`config.mk`:
```
export PLATFORM = sky130hd
export DESIGN_NAME = gated_frequency_counter
export DESIGN_NICKNAME = d
export VERILOG_FILES = /design/src/rtl/freq_count_pkg.sv /design/src/rtl/gated_frequency_counter.sv
export SDC_FILE = /design/constraint.sdc
export NUM_CORES = 1
export LEC_CHECK = 0
export ABC_AREA = 0
export BUFFER_PORTS_ARGS = -buffer_cell sky130_fd_sc_hd__buf_4
export CAP_MARGIN = 5
export CORE_MARGIN = 5
export CORE_UTILIZATION = 65
export DETAILED_ROUTE_END_ITERATION = 8
export PLACE_DENSITY = 0.92
export SLEW_MARGIN = 20
export SYNTH_ARGS = -nofsm -noshare
export SYNTH_HDL_FRONTEND = slang
export SYNTH_SLANG_ARGS = --single-unit
```
`constraint.sdc`:
```
create_clock -name SYS_CLK -period 4.4 [get_ports SYS_CLK]
set_input_delay 0.88 -clock SYS_CLK [delete_from_list [all_inputs] [get_ports SYS_CLK]]
set_output_delay 0.88 -clock SYS_CLK [all_outputs]
set_load 0.02 [all_outputs]
```
`src/rtl/freq_count_pkg.sv`:
```
// constants for the gated frequency counter
// assumes a 100 MHz system clock and an 8 MHz timer tick made inside the block
package freq_count_pkg;
  localparam int unsigned SYS_CLK_HZ = 100000000;
  localparam int unsigned TIMER_CLK_HZ = 8000000;
  // timer tick enable: 100 MHz / 8 MHz = 12.5, so the divider alternates 12 and 13
  localparam int unsigned TICK_ACC_STEP = TIMER_CLK_HZ / 1000;
  localparam int unsigned TICK_ACC_MOD = SYS_CLK_HZ / 1000;
  localparam int unsigned TICK_ACC_W = 17;
  localparam int unsigned GATE_MS_LONG = 100;
  localparam int unsigned GATE_MS_SHORT = 1;
  localparam int unsigned GATE_TICKS_LONG = GATE_MS_LONG * (TIMER_CLK_HZ / 1000);
  localparam int unsigned GATE_TICKS_SHORT = GATE_MS_SHORT * (TIMER_CLK_HZ / 1000);
  localparam int unsigned GATE_W = 20;
  localparam int unsigned COUNT_W = 16;
  localparam logic [15:0] COUNT_MAX = 16'hFFFF;
  localparam logic [15:0] RESULT_RST = 16'h0000;
  localparam logic [1:0] SYNC_RST = 2'h0;
  typedef enum logic [1:0] {ST_IDLE, ST_ARMED, ST_GATE, ST_DONE} state_t;
endpackage

```
`src/rtl/gated_frequency_counter.sv`:
```
// gated frequency counter: 16-bit event count over a selectable gate
// assumes START/CLEAR are one-cycle pulses and EXT_COUNT_INPUT is a level
`timescale 1ns/100ps
module gated_frequency_counter (
  input wire logic SYS_CLK,
  input wire logic NRST,
  input wire logic EXT_COUNT_INPUT,
  input wire logic START,
  input wire logic CLEAR,
  input wire logic GATE_SHORT,
  input wire logic IRQ_MODE,
  output logic [15:0] RESULT,
  output logic BUSY,
  output logic DONE,
  output logic GATE_IRQ
);
  //////////////////////////////////////////////////////////////////////////////
  // timer tick
  logic [16:0] acc_reg;
  logic [16:0] acc_next;
  logic tick_reg;
  wire logic [16:0] acc_sum = acc_reg + 17'(freq_count_pkg::TICK_ACC_STEP);
  wire logic acc_wrap = acc_sum >= 17'(freq_count_pkg::TICK_ACC_MOD);
  // fractional step keeps the long-run tick rate exact; each tick jitters by half a cycle
  // fractional divider
  assign acc_next = acc_wrap ? 17'(acc_sum - 17'(freq_count_pkg::TICK_ACC_MOD)) : acc_sum;
  always_ff @(posedge SYS_CLK)
  begin
    if (!NRST)
    begin
      acc_reg <= '0;
      tick_reg <= 1'b0;
    end
    else
    begin
      acc_reg <= acc_next;
      tick_reg <= acc_wrap;
    end
  end
  //////////////////////////////////////////////////////////////////////////////
  // input synchroniser, sampled only on the tick, as a real timer pin would be
  logic [1:0] sync_reg;
  logic prev_reg;
  // two stages, second one only feeds logic
  always_ff @(posedge SYS_CLK)
  begin
    if (!NRST)
    begin
      sync_reg <= freq_count_pkg::SYNC_RST;
      prev_reg <= 1'b0;
    end
    else if (tick_reg)
    begin
      sync_reg <= {sync_reg[0], EXT_COUNT_INPUT};
      prev_reg <= sync_reg[1];
    end
  end
  // the gate-opening change is not counted, so a run may read one low
  wire logic in_rise = tick_reg && sync_reg[1] && !prev_reg;
  wire logic in_change = tick_reg && (sync_reg[1] != prev_reg);
  //////////////////////////////////////////////////////////////////////////////
  // control
  freq_count_pkg::state_t state_reg;
  freq_count_pkg::state_t state_next;
  logic [19:0] gate_reg;
  logic [19:0] gate_next;
  logic [15:0] count_reg;
  logic [15:0] count_next;
  logic [15:0] result_reg;
  logic [15:0] result_next;
  logic irq_reg;
  logic irq_mode_reg;
  // gate length is loaded once, so the select pin may move mid-gate
  // gate length chosen at start
  wire logic [19:0] gate_load = GATE_SHORT ? 20'(freq_count_pkg::GATE_TICKS_SHORT)
                                           : 20'(freq_count_pkg::GATE_TICKS_LONG);
  // last tick of the gate; a rise sampled on it still counts
  wire logic gate_end = (state_reg == freq_count_pkg::ST_GATE) && tick_reg && (gate_reg == 20'h1);
  wire logic [15:0] count_inc = (count_reg == freq_count_pkg::COUNT_MAX) ? count_reg
                                                                          : 16'(count_reg + 16'h1);
  always_comb
  begin
    state_next = state_reg;
    gate_next = gate_reg;
    count_next = count_reg;
    result_next = result_reg;
    unique case (state_reg)
      freq_count_pkg::ST_IDLE:
      begin
        if (START)
        begin
          state_next = freq_count_pkg::ST_ARMED;
          gate_next = gate_load;
          count_next = '0;
        end
      end
      freq_count_pkg::ST_ARMED:
      begin
        // limitation: with a dead input only a reset leaves this state
        // wait for first level change
        if (in_change)
          state_next = freq_count_pkg::ST_GATE;
      end
      freq_count_pkg::ST_GATE:
      begin
        if (in_rise)
          count_next = count_inc;
        if (tick_reg)
          gate_next = 20'(gate_reg - 20'h1);
        // overflow code falls out of saturation
        if (gate_end)
        begin
          state_next = freq_count_pkg::ST_DONE;
          result_next = (in_rise ? count_inc : count_reg);
        end
      end
      freq_count_pkg::ST_DONE:
      begin
        // clear frees the result for the next run
        if (CLEAR)
        begin
          state_next = freq_count_pkg::ST_IDLE;
          result_next = freq_count_pkg::RESULT_RST;
        end
      end
    endcase
  end
  always_ff @(posedge SYS_CLK)
  begin
    if (!NRST)
    begin
      state_reg <= freq_count_pkg::ST_IDLE;
      gate_reg <= '0;
    end
    else
    begin
      state_reg <= state_next;
      gate_reg <= gate_next;
    end
  end
  always_ff @(posedge SYS_CLK)
  begin
    if (!NRST)
    begin
      count_reg <= '0;
      result_reg <= freq_count_pkg::RESULT_RST;
    end
    else
    begin
      count_reg <= count_next;
      // full-width result, zero until done, held until cleared
      result_reg <= result_next;
    end
  end
  //////////////////////////////////////////////////////////////////////////////
  // gate expiry event
  // a start is taken only from idle
  wire logic start_take = START && (state_reg == freq_count_pkg::ST_IDLE);
  wire logic irq_next = gate_end && irq_mode_reg;
  always_ff @(posedge SYS_CLK)
  begin
    if (!NRST)
    begin
      irq_reg <= 1'b0;
      irq_mode_reg <= 1'b0;
    end
    else
    begin
      // mode is latched so a pin change mid-gate cannot lose or fake the pulse
      if (start_take)
        irq_mode_reg <= IRQ_MODE;
      irq_reg <= irq_next;
    end
  end
  //////////////////////////////////////////////////////////////////////////////
  // outputs; busy covers the whole wait a polled caller sits through
  logic busy_reg;
  logic done_reg;
  logic [15:0] out_reg;
  // busy from start until gate fully elapsed
  wire logic busy_next = (state_next == freq_count_pkg::ST_ARMED)
    || (state_next == freq_count_pkg::ST_GATE);
  wire logic done_next = state_next == freq_count_pkg::ST_DONE;
  always_ff @(posedge SYS_CLK)
  begin
    if (!NRST)
    begin
      busy_reg <= 1'b0;
      done_reg <= 1'b0;
      out_reg <= freq_count_pkg::RESULT_RST;
    end
    else
    begin
      busy_reg <= busy_next;
      done_reg <= done_next;
      out_reg <= result_next;
    end
  end
  // ports straight from flip-flops, no logic after the registers
  assign RESULT = out_reg;
  assign BUSY = busy_reg;
  assign DONE = done_reg;
  assign GATE_IRQ = irq_reg;
endmodule // gated_frequency_counter

```
==> impl_results.md <==
- Result of the run: complete, no violations
- Core area: 5920 µm²
- Compound-Gate Fraction of Synth Area: 20.4%
- 1st-iter DRT viols: 284
- Die X: 88.1 µm
- Cell chain of the critical path: ha_1, xor2_1, o22ai_1, a22o_1, a2bb2oi_1, a31oi_1, a41o_1
- Setup Fix Bufs, Post-CTS: 0
- Initial antenna violation count: 0
- Cells after DPL: 555
- Simple-gate share of the synthesized area: 26.1%
- HPWL after DPL: 6.38 mm
- Post-synthesis mux area share: 2.84%
- Final wirelength: 9.32 mm
- Skew-Pair Late Insertion Delay: 0.34 ns
- Synth Net Count: 495
- Post-CTS sizing: 0
- Final Max Tran Viols: 0
- Die area: 7770 µm²
- Post-synth ARST share: 0%
- Largest net degree at the start of global routing: 32
- Pwr Density: 377 nW/µm²
- Design Area, Final: 4330 µm²
- CP max-delay cell: a2bb2oi_1
- Leakage power: 1.69 nW
- Average wire per standard cell: 16.4 µm
- Maximum vdd drop: 0.308 mV
- DR DRC count: 0
- Root Driver: clkbuf_8
- CP delay by family, top: compound AO/OA/AOI/OAI gates
- Number of hold buffers added after cts: 0
- Gr usage total: 24.8%
- Post-Synth Adder-Cell Area: 2.84%
- Crit. End Element: flip-flop
- Final min period: 2.91 ns
- Clk_skew: 0.00666 ns
- Synth Flop Type: dfxtp_1
- Non-filler instance count after layout: 569
- Ys Warns: 0
- WP data required: 4.63 ns
- Crit share post-route: 66.2%
- Worst slack at placement: 1.60 ns
- Ports: 26
- Max transition margin: 29.9%
- RSZ-0062 raised after global routing: false
- Post-DP Area: 4160 µm²
- CP Class: reg -> reg
- CTS sink count: 74
- Number of flip-flops in the largest register: 20
- N_diodes: 0
- Crit path buf inv count: 0
- Die Y-Extent: 88.1 µm
- Num CTS Buffers: 9
- MaxCap Viol Count: 0
- Initial Util: 67.0%
- First-pass GRT wire length: 15.3 mm
- Largest family of logic cells by synthesized area: simple AND/OR/NAND/NOR gates
- Vias in the first global route: 3325
- DRT Pass-1 Iters: 5
- Number of I/O port buffers: 25
- Critical path peak fanout: 12
- Hold Fails Final Rpt: 0
- F_max: 0.344 GHz
- Vias post-DR: 3662
- Routability-driven placement congestion ratio: 0.883
- H-tree levels: 3
- Yosys reg bits: 74
- Post-synthesis cell count: 479
- Number of library cell types mapped by synthesis: 64
- Via density: 6.44
- Syn Std Cell Area: 3970 µm²
- Share of cells above drive strength 1: 10.9%
- GR Overflow Total: 0
- CTS max path bufs: 2
- Clock transition at path regs: 0.07 ns
- # setup viols final: 0
- Startpoint types: flip-flop
- Syn avg cell area: 8.29 µm²
- Setup_tns: 0 ns
- Final nets: 507
- Routed Antenna Nets: 0
- Critical Path AT: 3.14 ns
- Syn-to-layout area delta: 9.21%
- Slew @ Worst Pin: 1.03 ns
- EDFF count, synth: 0
- Worst path max stage delay: 0.79 ns
- Sequential area share after synthesis: 37.3%
- Final worst slack: 1.49 ns
- Synth Area in XOR/XNOR: 6.84%
- Cell Rows: 28
- HP Class: reg -> reg
- TritonCTS clock tree: built
cell usage in the layout, fill, tap and decap left out, types with 4 or more instances in the layout:
master / netlist / routed
mux2i_1: 9 / 9
xor2_1: 15 / 15
inv_1: 9 / 9
buf_4: 0 / 27
a21oi_1: 30 / 30
nor3_1: 21 / 21
and2_1: 7 / 7
dfxtp_1: 74 / 74
nand2b_1: 6 / 6
ha_1: 9 / 9
o2bb2ai_1: 7 / 7
or4_1: 4 / 4
xnor2_1: 16 / 16
nor2_1: 46 / 45
clkbuf_8: 0 / 9
a31oi_1: 9 / 9
nand3_1: 19 / 19
nand2_1: 43 / 43
and3_1: 9 / 9
o21ai_0: 27 / 27
nor2b_1: 4 / 4
o31ai_1: 8 / 8
nor4_1: 7 / 7
a21o_1: 4 / 4
nand4_1: 6 / 6
a22o_1: 9 / 9
cell usage after synthesis, types with 4 or more instances:
master,number,area (µm²)
dfxtp_1,74,1480
nor2_1,46,173
nand2_1,43,161
a21oi_1,30,150
o21ai_0,27,135
clkbuf_1,22,82.6
nor3_1,21,105
nand3_1,19,95.1
xnor2_1,16,140
xor2_1,15,131
a22o_1,9,78.8
a31oi_1,9,56.3
and3_1,9,56.3
ha_1,9,113
inv_1,9,33.8
mux2i_1,9,90.1
o31ai_1,8,60.1
and2_1,7,43.8
nor4_1,7,43.8
o2bb2ai_1,7,61.3
nand2b_1,6,37.5
nand4_1,6,37.5
a21o_1,4,30.0
nor2b_1,4,25.0
or4_1,4,30.0
path summary, 6_finish.rpt:
check,startpoint,to,slack (ns),cells after the start
worst min-delay path,irq_mode_reg,GATE_IRQ,0.46,2
worst min register to register,irq_mode_reg,GATE_IRQ,0.46,2
worst max register to register,acc_reg[6],acc_reg[13],1.49,7
worst max-delay path,acc_reg[6],acc_reg[13],1.49,7
logic make-up after synthesis:
| group | count (synthesis) |
|---|---|
| and+or+nand+nor | 197 |
| xor gates and xnor gates | 31 |
| buffers and inverters | 36 |
| AOI/OAI and AO/OA | 121 |
| adders and majority gates | 9 |
| DFF | 74 |
| muxes | 11 |
area by class of cell:
type	instances	area [µm²]
Multi-Input combinational cell	369	2340
Fill cell	449	1590
Sequential cell	74	1480
Timing Repair Buffer	27	203
Clock buffer	11	131
Tap cell	75	93.8
Clock inverter	3	42.5
Inverter	10	37.5
worst register-to-register path, stage by stage, from the launching register on:
cell       delay (ns)
dfxtp_1          0.52
ha_1             0.38
xor2_1           0.11
o22ai_1          0.32
a22o_1           0.25
a2bb2oi_1        0.79
a31oi_1          0.20
a41o_1           0.25
report_power, final:
part           leakage, nW  switching [W]  total (W)  internal, W
clock network       0.0853       0.000235   0.000490     0.000255
logic                 1.00       0.000215   0.000363     0.000148
registers            0.602      0.0000704   0.000781     0.000711
total                 1.69       0.000521    0.00163      0.00111
routing by layer:
metal / track usage, % / up-vias / part of all wire [%]
met2: 41.4 / 171 / 48
met5: 0 / - / 0
met4: 10.9 / 0 / 1.9
met3: 4.52 / 19 / 7.5
met1: 31.5 / 1710 / 42
li1: - / 1762 / -
per-stage QoR:
step / utilization, % / total power (W) / hold slack (ns)
after CTS: 73.2 / 0.00164 / 0.460
final: 73.2 / 0.00163 / 0.456
after detailed placement: 70.2 / 0.00114 / 0.450
after global routing: 73.2 / 0.00172 / 0.477
after floorplan: - / 0.00107 / 0.413
after global placement: 70.2 / 0.00113 / 0.435
Power figures use the tool's default switching activity.
